$ cat src/hdl/dcrb_pkg.sv
// package for the converter configuration register bank: offsets, fields, resets, decodes
package dcrb_pkg;

  // register offsets (byte addresses on the serial control port)
  localparam logic [7:0] SYS_SETTINGS_OFS = 8'h00;
  localparam logic [7:0] INPUT_CFG_OFS = 8'h01;
  localparam logic [7:0] CH1_ATTEN_OFS = 8'h0F;
  localparam logic [7:0] CH2_ATTEN_OFS = 8'h10;
  localparam logic [7:0] LEVEL_TRIM_OFS = 8'h11;
  localparam logic [7:0] PIN_SRC_FILT_OFS = 8'h15;
  localparam logic [7:0] HARM2_CORR_OFS = 8'h16;
  localparam logic [7:0] HARM3_CORR_OFS = 8'h18;
  localparam logic [7:0] COEF_PTR_OFS = 8'h1A;
  localparam logic [7:0] COEF_VAL_OFS = 8'h1B;
  localparam logic [7:0] FILT_PROG_CTL_OFS = 8'h1E;
  localparam logic [7:0] WRITABLE_LAST_OFS = 8'h1E;
  localparam logic [7:0] LOCK_STATE_OFS = 8'h40;
  localparam logic [7:0] PIN_LEVELS_OFS = 8'h41;
  localparam logic [7:0] LOOP_RATIO_OFS = 8'h42;
  localparam logic [7:0] STREAM_META_OFS = 8'h46;
  localparam logic [7:0] STREAM_META_LAST_OFS = 8'h5D;

  // reset values
  localparam logic [7:0] SYS_SETTINGS_RST = 8'h00;
  localparam logic [7:0] INPUT_CFG_RST = 8'h8C;
  localparam logic [7:0] OTHER_RST = 8'h00;

  // field positions
  localparam int OSC_BIAS_MSB = 7;
  localparam int OSC_BIAS_LSB = 4;
  localparam int SOFT_RESET_BIT = 0;
  localparam int WORD_LEN_MSB = 7;
  localparam int WORD_LEN_LSB = 6;
  localparam int FRAMING_MSB = 5;
  localparam int FRAMING_LSB = 4;
  localparam int AUTO_SRC_MSB = 3;
  localparam int AUTO_SRC_LSB = 2;
  localparam int MAN_SRC_MSB = 1;
  localparam int MAN_SRC_LSB = 0;

  // oscillator bias encodings
  localparam logic [3:0] OSC_FULL = 4'h0;
  localparam logic [3:0] OSC_THREE_Q = 4'h8;
  localparam logic [3:0] OSC_HALF = 4'hC;
  localparam logic [3:0] OSC_QUARTER = 4'hE;
  localparam logic [3:0] OSC_OFF = 4'hF;

  // decoded oscillator bias setting
  typedef enum logic [2:0] {
    DCRB_BIAS_FULL = 3'h0,
    DCRB_BIAS_THREE_Q = 3'h1,
    DCRB_BIAS_HALF = 3'h3,
    DCRB_BIAS_QUARTER = 3'h2,
    DCRB_BIAS_OFF = 3'h6,
    DCRB_BIAS_RSVD = 3'h7
  } dcrb_bias_e;

  typedef enum logic [1:0] {
    DCRB_LEN_16 = 2'h0,
    DCRB_LEN_24 = 2'h1,
    DCRB_LEN_32 = 2'h3
  } dcrb_len_e;

  typedef enum logic [1:0] {
    DCRB_SRC_PCM = 2'h0,
    DCRB_SRC_SPDIF = 2'h1,
    DCRB_SRC_RSVD = 2'h2,
    DCRB_SRC_DSD = 2'h3
  } dcrb_src_e;

  typedef enum logic [1:0] {
    DCRB_AUTO_MANUAL = 2'h0,
    DCRB_AUTO_PCM_DSD = 2'h1,
    DCRB_AUTO_PCM_SPDIF = 2'h2,
    DCRB_AUTO_ALL = 2'h3
  } dcrb_auto_e;

  // decoded configuration handed to the converter core
  typedef struct packed {
    dcrb_bias_e osc_bias;
    logic osc_bias_rsvd;
    dcrb_len_e word_len;
    logic [1:0] framing;
    dcrb_auto_e auto_src;
    dcrb_src_e man_src;
    logic man_src_rsvd;
  } dcrb_cfg_s;

  // write request from the serial control port decoder
  typedef struct packed {
    logic wr;
    logic [7:0] addr;
    logic [7:0] data;
  } dcrb_wr_s;

  // read-only status from the converter core
  typedef struct packed {
    logic [7:0] lock_state;
    logic [1:0] pin_levels;
    logic [31:0] loop_ratio;
    logic [191:0] stream_meta;
  } dcrb_stat_s;

endpackage : dcrb_pkg

$ cat src/hdl/dcrb_bank.sv
// configuration and status register bank of the stereo converter
`timescale 1ns/100ps
`default_nettype none

module dcrb_bank (
  input wire logic sys_clk_i,
  input wire logic nrst_i,
  input wire dcrb_pkg::dcrb_wr_s wr_i,
  input wire logic [7:0] rd_addr_i,
  input wire dcrb_pkg::dcrb_stat_s stat_i,
  output logic [7:0] rd_data_o,
  output logic chip_reset_o,
  output dcrb_pkg::dcrb_cfg_s cfg_o,
  output logic [7:0] ch1_atten_o,
  output logic [7:0] ch2_atten_o,
  output logic [31:0] level_trim_o,
  output logic [7:0] pin_src_filt_o,
  output logic [15:0] harm2_corr_o,
  output logic [15:0] harm3_corr_o,
  output logic [7:0] coef_ptr_o,
  output logic [23:0] coef_val_o,
  output logic [7:0] filt_prog_ctl_o
);

  // writable bytes 0x00..0x1E kept as one array; unnamed gaps behave as plain storage
  localparam int NWR = 31;
  logic [7:0] wreg_q [NWR];
  logic soft_rst_q;
  logic [7:0] rd_data_q;

  // serial port stores its data byte in the addressed slot
  wire wr_hit = wr_i.wr && (wr_i.addr <= dcrb_pkg::WRITABLE_LAST_OFS);
  wire [4:0] wr_idx = wr_i.addr[4:0];

  // soft reset request is the written bit 0 of system settings
  wire soft_req = wr_hit && (wr_i.addr == dcrb_pkg::SYS_SETTINGS_OFS)
                  && wr_i.data[dcrb_pkg::SOFT_RESET_BIT];
  wire bank_rst = !nrst_i || soft_rst_q;

  // reset value of each slot
  function automatic logic [7:0] rst_val(input int idx);
    if (idx == int'(dcrb_pkg::SYS_SETTINGS_OFS)) begin
      return dcrb_pkg::SYS_SETTINGS_RST;
    end else if (idx == int'(dcrb_pkg::INPUT_CFG_OFS)) begin
      return dcrb_pkg::INPUT_CFG_RST;
    end
    return dcrb_pkg::OTHER_RST;
  endfunction : rst_val

  // one-cycle internal reset pulse; bit 0 reads back as zero once it ends
  always_ff @(posedge sys_clk_i) begin
    if (!nrst_i) begin
      soft_rst_q <= 1'b0;
    end else begin
      soft_rst_q <= soft_req && !soft_rst_q;
    end
  end

  // register slots; the pulse cycle restores every writable register
  for (genvar g = 0; g < NWR; g++) begin : g_slot
    always_ff @(posedge sys_clk_i) begin
      if (bank_rst) begin
        wreg_q[g] <= rst_val(g);
      end else if (wr_hit && (wr_idx == 5'(g))) begin
        wreg_q[g] <= wr_i.data;
      end
    end
  end

  // the chip reset output carries only the soft reset pulse, not the pin reset
  assign chip_reset_o = soft_rst_q;

  // oscillator bias decode; undefined patterns flag reserved
  wire [3:0] osc_fld = wreg_q[0][dcrb_pkg::OSC_BIAS_MSB:dcrb_pkg::OSC_BIAS_LSB];
  dcrb_pkg::dcrb_bias_e bias_dec;
  always_comb begin
    unique case (osc_fld)
      dcrb_pkg::OSC_FULL: bias_dec = dcrb_pkg::DCRB_BIAS_FULL;
      dcrb_pkg::OSC_THREE_Q: bias_dec = dcrb_pkg::DCRB_BIAS_THREE_Q;
      dcrb_pkg::OSC_HALF: bias_dec = dcrb_pkg::DCRB_BIAS_HALF;
      dcrb_pkg::OSC_QUARTER: bias_dec = dcrb_pkg::DCRB_BIAS_QUARTER;
      dcrb_pkg::OSC_OFF: bias_dec = dcrb_pkg::DCRB_BIAS_OFF;
      default: bias_dec = dcrb_pkg::DCRB_BIAS_RSVD;
    endcase
  end

  // input configuration decode; word length codes 2 and 3 both mean 32 bits
  wire [1:0] len_fld = wreg_q[1][dcrb_pkg::WORD_LEN_MSB:dcrb_pkg::WORD_LEN_LSB];
  wire [1:0] man_fld = wreg_q[1][dcrb_pkg::MAN_SRC_MSB:dcrb_pkg::MAN_SRC_LSB];
  wire [1:0] auto_fld = wreg_q[1][dcrb_pkg::AUTO_SRC_MSB:dcrb_pkg::AUTO_SRC_LSB];
  wire dcrb_pkg::dcrb_len_e len_dec = (len_fld == 2'h0) ? dcrb_pkg::DCRB_LEN_16 :
                                      (len_fld == 2'h1) ? dcrb_pkg::DCRB_LEN_24 :
                                      dcrb_pkg::DCRB_LEN_32;

  // decoded fields are registered so outputs come from flip-flops
  always_ff @(posedge sys_clk_i) begin
    if (!nrst_i) begin
      cfg_o <= '{osc_bias: dcrb_pkg::DCRB_BIAS_FULL, osc_bias_rsvd: 1'b0,
                 word_len: dcrb_pkg::DCRB_LEN_32, framing: 2'h0,
                 auto_src: dcrb_pkg::DCRB_AUTO_ALL, man_src: dcrb_pkg::DCRB_SRC_PCM,
                 man_src_rsvd: 1'b0};
    end else begin
      cfg_o.osc_bias <= bias_dec;
      cfg_o.osc_bias_rsvd <= (bias_dec == dcrb_pkg::DCRB_BIAS_RSVD);
      cfg_o.word_len <= len_dec;
      cfg_o.framing <= wreg_q[1][dcrb_pkg::FRAMING_MSB:dcrb_pkg::FRAMING_LSB];
      cfg_o.auto_src <= dcrb_pkg::dcrb_auto_e'(auto_fld);
      cfg_o.man_src <= dcrb_pkg::dcrb_src_e'(man_fld);
      cfg_o.man_src_rsvd <= (man_fld == 2'h2);
    end
  end

  // raw register contents for the core; multi-byte fields are little-endian by offset
  assign ch1_atten_o = wreg_q[15];
  assign ch2_atten_o = wreg_q[16];
  assign level_trim_o = {wreg_q[20], wreg_q[19], wreg_q[18], wreg_q[17]};
  assign pin_src_filt_o = wreg_q[21];
  assign harm2_corr_o = {wreg_q[23], wreg_q[22]};
  assign harm3_corr_o = {wreg_q[25], wreg_q[24]};
  assign coef_ptr_o = wreg_q[26];
  assign coef_val_o = {wreg_q[29], wreg_q[28], wreg_q[27]};
  assign filt_prog_ctl_o = wreg_q[30];

  // read mux: writable slots, then status bytes; unmapped offsets read zero
  wire rd_wr = (rd_addr_i <= dcrb_pkg::WRITABLE_LAST_OFS);
  wire rd_meta = (rd_addr_i >= dcrb_pkg::STREAM_META_OFS)
                 && (rd_addr_i <= dcrb_pkg::STREAM_META_LAST_OFS);
  wire rd_ratio = (rd_addr_i >= dcrb_pkg::LOOP_RATIO_OFS) && (rd_addr_i < dcrb_pkg::STREAM_META_OFS);
  wire [7:0] meta_idx = rd_addr_i - dcrb_pkg::STREAM_META_OFS;
  wire [7:0] ratio_idx = rd_addr_i - dcrb_pkg::LOOP_RATIO_OFS;
  wire [7:0] rd_mux = rd_wr ? wreg_q[rd_addr_i[4:0]] :
                      (rd_addr_i == dcrb_pkg::LOCK_STATE_OFS) ? stat_i.lock_state :
                      (rd_addr_i == dcrb_pkg::PIN_LEVELS_OFS) ? {6'h00, stat_i.pin_levels} :
                      rd_ratio ? stat_i.loop_ratio[ratio_idx[1:0]*8 +: 8] :
                      rd_meta ? stat_i.stream_meta[meta_idx[4:0]*8 +: 8] : 8'h00;

  // read data registered one cycle after the address
  always_ff @(posedge sys_clk_i) begin
    if (!nrst_i) begin
      rd_data_q <= 8'h00;
    end else begin
      rd_data_q <= rd_mux;
    end
  end
  assign rd_data_o = rd_data_q;

endmodule : dcrb_bank
`default_nettype wire

$ cat config.mk
export PLATFORM = sky130hd
export DESIGN_NAME = dcrb_bank
export DESIGN_NICKNAME = d
export VERILOG_FILES = /design/src/hdl/dcrb_pkg.sv /design/src/hdl/dcrb_bank.sv
export SDC_FILE = /design/constraint.sdc
export NUM_CORES = 1
export LEC_CHECK = 0
export BUFFER_PORTS_ARGS = -buffer_cell sky130_fd_sc_hd__buf_2
export CAP_MARGIN = 20
export CORE_UTILIZATION = 57
export DETAILED_ROUTE_END_ITERATION = 7
export MAX_ROUTING_LAYER = met4
export PLACE_DENSITY = 0.86
export SYNTH_ARGS = -nofsm -noshare
export SYNTH_HDL_FRONTEND = slang
export SYNTH_SLANG_ARGS = --single-unit
$ cat constraint.sdc
create_clock -name sys_clk_i -period 3.5 [get_ports sys_clk_i]
set_input_delay 0.35 -clock sys_clk_i [delete_from_list [all_inputs] [get_ports sys_clk_i]]
set_output_delay 0.35 -clock sys_clk_i [all_outputs]
set_load 0.01 [all_outputs]
Word level (Yosys, flattened, before mapping)
Memories as Yosys holds them, arrays and structs flattened.
Cells that the tools add are included.
- word-level logic and storage cells: 268
- register bits: 22
- RAM bits: 248
- output and inout bits: 150
- memories kept: 1
- memories (name ; depth ; width ; read ports ; clocked after Yosys merged registers in ; write ports ; RTL line ; source):
    wreg_q ; 31 ; 8 ; 19 ; 0 ; 31 ; dcrb_bank.sv:27 ; logic [7:0] wreg_q [NWR];
- shift operators: 2
- $add $sub $neg: 2
- order comparisons: 6
- bitwise logic cells: 31
- reduce and logical (&&, ||, !) cells: 44
- mux-type cells: 134
- equal/unequal tests: 39
- operator list (cell ; count):
    $mux W8 ; 36
    $shiftx A192 B9 Y8 ; 1
    $mux W1 ; 95
    $eq A5 B5 Y1 const B ; 15
    $eq A5 B4 Y1 const B ; 8
    $logic_and A1 B1 Y1 ; 37
    $shiftx A32 B6 Y8 ; 1
    $or A1 B1 Y1 ; 31
    $eq A5 B3 Y1 const B ; 4
    $eq A4 B4 Y1 const B ; 4
    $eq A8 B7 Y1 const B ; 2
    $ge A8 B7 Y1 const B ; 2
    $le A8 B5 Y1 const B ; 2
    $pmux W3 S5 ; 1
    $eq A5 B2 Y1 const B ; 2
    $le A8 B7 Y1 const B ; 1
    $logic_not A8 Y1 ; 1
    $lt A8 B7 Y1 const B ; 1
    $eq A5 B1 Y1 const B ; 1
    $logic_not A5 Y1 ; 1
    $sub A5 B3 Y5 const B ; 1
    $logic_not A4 Y1 ; 1
    $mux W2 ; 2
    $eq A3 B3 Y1 const B ; 1
    other kinds (6) ; 7

Longest topological paths before layout
- depth in word-level cells: 7
- gate-level depth with buffers: 9

Worst setup path after synthesis
Ideal clock, no wire load.
- path kind: input to register
- from: input rd_addr_i[2]
- to: register rd_data_q[5], in the netlist rd_data_o[5]
- setup time: 0.131 ns
- path slack: 1.015 ns
- stages: 8
- arrival time: 2.354 ns
- required time: 3.369 ns
- cell sequence: inv_2 -> buf_1 -> ha_1 -> clkbuf_1 -> mux4_2 -> mux4_2 -> nand4_1 -> a31oi_1
- cells in the longest elaborated chain, start to end: 7
- elaborated cells on any way between the ends: 17
- those cells by class: add/sub (1); order compare (5); eq/ne (2); shift (1); mux (5); reduce/logical (2); memory (1)
- RTL lines (element ; RTL line ; source):
    start, declared ; dcrb_bank.sv:9 ; input wire logic [7:0] rd_addr_i,
    $sub A5 B3 Y5, or another cell as far along ; dcrb_bank.sv:129 ; wire [7:0] meta_idx = rd_addr_i - dcrb_pkg::STREAM_META_OFS;
    $shiftx A192 B9 Y8 or $logic_and A1 B1 Y1 (tied branches) ; dcrb_bank.sv:135, dcrb_bank.sv:127 ;
    $mux W8 ; dcrb_bank.sv:135 ; rd_meta ? stat_i.stream_meta[meta_idx[4:0]*8 +: 8] : 8'h00;
    $mux W8 ; dcrb_bank.sv:134 ; rd_ratio ? stat_i.loop_ratio[ratio_idx[1:0]*8 +: 8] :
    $mux W8 ; dcrb_bank.sv:133 ; (rd_addr_i == dcrb_pkg::PIN_LEVELS_OFS) ? {6'h00, stat_i.pin_levels} :
    $mux W8 ; dcrb_bank.sv:132 ; (rd_addr_i == dcrb_pkg::LOCK_STATE_OFS) ? stat_i.lock_state :
    $mux W8 * ; dcrb_bank.sv:131 ; wire [7:0] rd_mux = rd_wr ? wreg_q[rd_addr_i[4:0]] :
    end signal, assigned ; dcrb_bank.sv:142 ; rd_data_q <= rd_mux;
    end, declared ; dcrb_bank.sv:29 ; logic [7:0] rd_data_q;
Mark *: on every way between the ends. The rest lies on a longest branch, timed or not.
A chain may end at the register's enable or synchronous reset.

Worst setup path in the final report
- from: input rd_addr_i[0]
- to: register rd_data_q[5], in the netlist rd_data_o[5]
Same word-level chain as after synthesis.

==> summary.log <==
[floorplan] Core Box Area 24600 sq um
[logic_synthesis] average cell area after synthesis 14.25 sq um
[logic_synthesis] count of cell types in the netlist 59
[pwr] power per cell area 441.6 nW/um^2
[logic_synthesis] top cell type's share of synthesized area 0.5139
[logic_synthesis] commonest cells in the netlist and2_1 (251), edfxtp_1 (248), mux4_2 (116)
[floorplan] Die W 161.4 um
[hold_path] Hold/Removal Path Class primary input to register
[pwr] maximum ir drop on the vdd rail 0.0004789 V
[pwr] internal power of the cells 5864 uW
[floorplan] initial standard-cell utilization of the core 0.5889
[grt] pin count of the biggest net entering global routing 98
[worst_setup_path] reg2reg path depth 5
[floorplan] num ports 411
[logic_synthesis] fraction of synthesis flops using an asynchronous set or reset pin 0
[cells_and_area] area added between synthesis and finish 22.84%
[pwr] Gate power share 0.147
[cts] number of gates given a new drive strength after cts 0
[placed_design] Post-Place Cells 1708
[hold_path] Worst Hold Path Cells 3
[sta] setup repair after global routing missed its margin false
[pwr] net switching component of the power 1995 uW
[route] DRC violations left 0
[sta] clock skew after layout 0.01668 ns
[logic_synthesis] most instantiated flip-flop cell in the synthesis netlist edfxtp_1
[cts] clock sink count 270
[pwr] switching part of the total power 0.2539
[worst_setup_path] required time at the endpoint of the critical path 3.92 ns
[grt] total gr overflow 0
[route] post-DR vias/cell 6.474
[logic_synthesis] top cells by area in the synthesized netlist edfxtp_1 (51%), mux4_2 (18%), and2_1 (11%), dfxtp_1 (3.0%), mux2i_1 (1.5%)
[sta] final period utilization 0.6435
[worst_setup_path] endpoint of the worst-slack reg-to-reg timing path rd_data_o[6]$_SDFF_PN0_
[grt] vias in the first global route 11260
[cts] clock tree from TritonCTS yes
[grt] first-pass GRT wire length 72.50 mm
[cts] CTS Root Buffer Type clkbuf_16
[worst_setup_path] reg-to-reg critical path startpoint wreg_q[15][6]$_SDFFCE_PN0P_
[route] post-DR wirelength/cell 28.11 um
[logic_synthesis] sequential-to-total area share from yosys stat 0.5443
[worst_setup_path] Crit. End Element register
[pwr] clock network fraction of total power 0.372
[outcome] outcome completed
[pwr] sequential group share of total power 0.481
[cts] clock insertion delay at the later pin of the skew report 0.57 ns
[logic_synthesis] cell with the most instances after synthesis and2_1
[cts] Max clock buf depth 3
[logic_synthesis] mapped cell area 14490 sq um
[logic_synthesis] post-synthesis cell type with the largest combined area edfxtp_1
[floorplan] Die Span Y 161.4 um
[worst_setup_path] setup slack, reg-to-reg 1.44 ns
[hold_path] end of the worst hold path rd_data_o[5]$_SDFF_PN0_
[cells_and_area] non-filler cells, final 1783
[logic_synthesis] number of synthesized flops with an enable pin 248
[route] detailed-route via count 11540
[sta] peak clock frequency supported by timing 444.0 MHz
[logic_synthesis] cell count after synthesis 1017
[route] drt first-iter violations 1995
[sta] Sum Neg Setup Slack 0 ns
[sta] Period minus WS final 2.252 ns
[grt] number of antenna violations at the first check in global routing 13
[sta] worst relative slew slack 0.2525
[worst_setup_path] crit path DAT 2.67 ns
[route] detailed-router iteration count before antenna repair 6
[job] Max Cap Viol 0
[cells_and_area] share of post-route cells with drive strength above 1 0.4381
[sta] number of max-slew violations in the final report 0
[grt] Tot GR Track Use 0.3954
[placed_design] total half-perimeter wirelength after legalization and detailed placement 37.23 mm
[sta] count of final setup violators 0
[floorplan] full die area 26060 sq um
[pwr] cell leakage power 0.006899 uW
[sta] actual slew at the worst max-slew pin 1.109 ns
[placed_design] final weighted congestion in routability-driven placement 1.048
[cts] cts-stage hold buffer count 0
[floorplan] cell row count 57
[route] Final ANT Viol Nets 0
[cts] H-tree depth reported by CTS 1
[route] final WL 50.13 mm
[cells_and_area] layout net count 1689
[hold_path] start point of the worst hold path stat_i[231]
[logic_synthesis] Yosys reg bits 270
[cts] clock-pin slew on the worst setup and hold paths 0.06 ns
[cts] post-CTS repair timing setup buffer count 0
[worst_setup_path] Max Fanout on Critical Path 59
[cts] Inserted Clock Buffers 29
[logic_synthesis] total number of yosys warnings 0
[worst_setup_path] startpoint types primary input
[worst_setup_path] startpoint-to-endpoint class of the critical path primary input to register
[sta] Final Hold Violating Endpoints 0
[logic_synthesis] syn nets 1280
[placed_design] Buffers on Ports 410
[critical path: stages]
cell,delay (ns)
clkbuf_8,0.58
buf_4,0.30
mux4_2,0.57
nand2_1,0.11
a21oi_1,0.09
o311ai_0,0.58
a31oi_1,0.07
[worst max-delay path by stage]
stage                            start                           to  slack, ns
final                     rd_addr_i[0]      rd_data_o[5]$_SDFF_PN0_       1.25
after global routing      rd_addr_i[0]      rd_data_o[5]$_SDFF_PN0_       1.12
after CTS                     wr_i[13]  wreg_q[26][6]$_SDFFCE_PN0P_       1.07
after detailed placement      wr_i[13]  wreg_q[21][6]$_SDFFCE_PN0P_       0.50
after global placement        wr_i[13]  wreg_q[23][6]$_SDFFCE_PN0P_       0.53
after floorplan           rd_addr_i[2]      rd_data_o[5]$_SDFF_PN0_       1.01
[layout make-up]
class / count / area [sq um]
repair buffers: 455 / 2416
diodes: 12 / 30.03
well taps: 324 / 405.4
multi-input cells: 665 / 6153
flip-flops and latches: 270 / 7888
inverters: 5 / 18.77
fillers: 1596 / 6805
clock buffers: 41 / 790.8
clock inverters: 11 / 97.59
[sequential cells by signal (all words and copies together) (netlist names)]
signal	cells
cfg_o	13
chip_reset_o	1
rd_data_o	8
wreg_q	248
[through the flow]
| step | hold WS, ns | worst slack, ns | power (uW) | cell area (sq um) | utilization |
|---|---|---|---|---|---|
| floorplan | 0.4202 | 1.015 | 4444 | 14490 | - |
| global placement | 0.4586 | 0.5330 | 4941 | 16810 | 0.6830 |
| detailed placement | 0.4826 | 0.4984 | 4971 | 16820 | 0.6837 |
| CTS | 0.09261 | 1.066 | 7827 | 17710 | 0.7198 |
| global route | 0.1260 | 1.123 | 8031 | 17800 | 0.7234 |
| finish | 0.08821 | 1.248 | 7860 | 17800 | 0.7234 |
[power groups by stage]
stage	Clock, uW	Combinational [uW]	Sequential, uW
CTS	2920	1130	3780
floorplan	0	598	3850
global route	3030	1210	3790
finish	2920	1160	3780
detailed placement	0	1130	3840
global placement	0	1110	3830
[routing by layer]
metal  global-route usage  up-vias  part of all wire
li1                     -     4748                 -
met1               0.5043     5701              0.35
met2               0.6311      946              0.49
met3              0.07550      148              0.11
met4               0.1527        0             0.044
met5                    -        -                 0
[cell usage in the layout (no fill, tap or decap), types with 8 or more instances in the layout]
| cell | synthesis | final |
|---|---|---|
| a21oi_1 | 10 | 10 |
| and2_1 | 251 | 251 |
| buf_2 | 9 | 416 |
| buf_4 | 4 | 32 |
| clkbuf_1 | 48 | 10 |
| clkbuf_16 | 0 | 29 |
| dfxtp_1 | 22 | 22 |
| diode_2 | 0 | 12 |
| edfxtp_1 | 248 | 248 |
| mux2_2 | 14 | 14 |
| mux2i_1 | 21 | 21 |
| mux4_2 | 116 | 116 |
| nand2_1 | 24 | 24 |
| nand2b_1 | 13 | 13 |
| nand3_1 | 22 | 22 |
| nand4_1 | 10 | 10 |
| nor2_1 | 39 | 39 |
| nor2b_1 | 10 | 10 |
| o21ai_0 | 36 | 36 |
| o22a_1 | 8 | 8 |
| o22ai_1 | 8 | 8 |
[kinds of logic (layout without fill, tap and decap cells)]
group | after synthesis | after routing | share of synthesized area
compound gates | 114 | 114 | 0.05483
xor+xnor | 5 | 5 | 0.003541
fa+ha+maj | 2 | 2 | 0.001727
buf+inv | 82 | 512 | 0.03117
flops | 270 | 270 | 0.5443
mux | 151 | 151 | 0.2057
other cells | 0 | 12 | 0
simple gates | 393 | 393 | 0.1587
(Power assumes the default switching activity.)
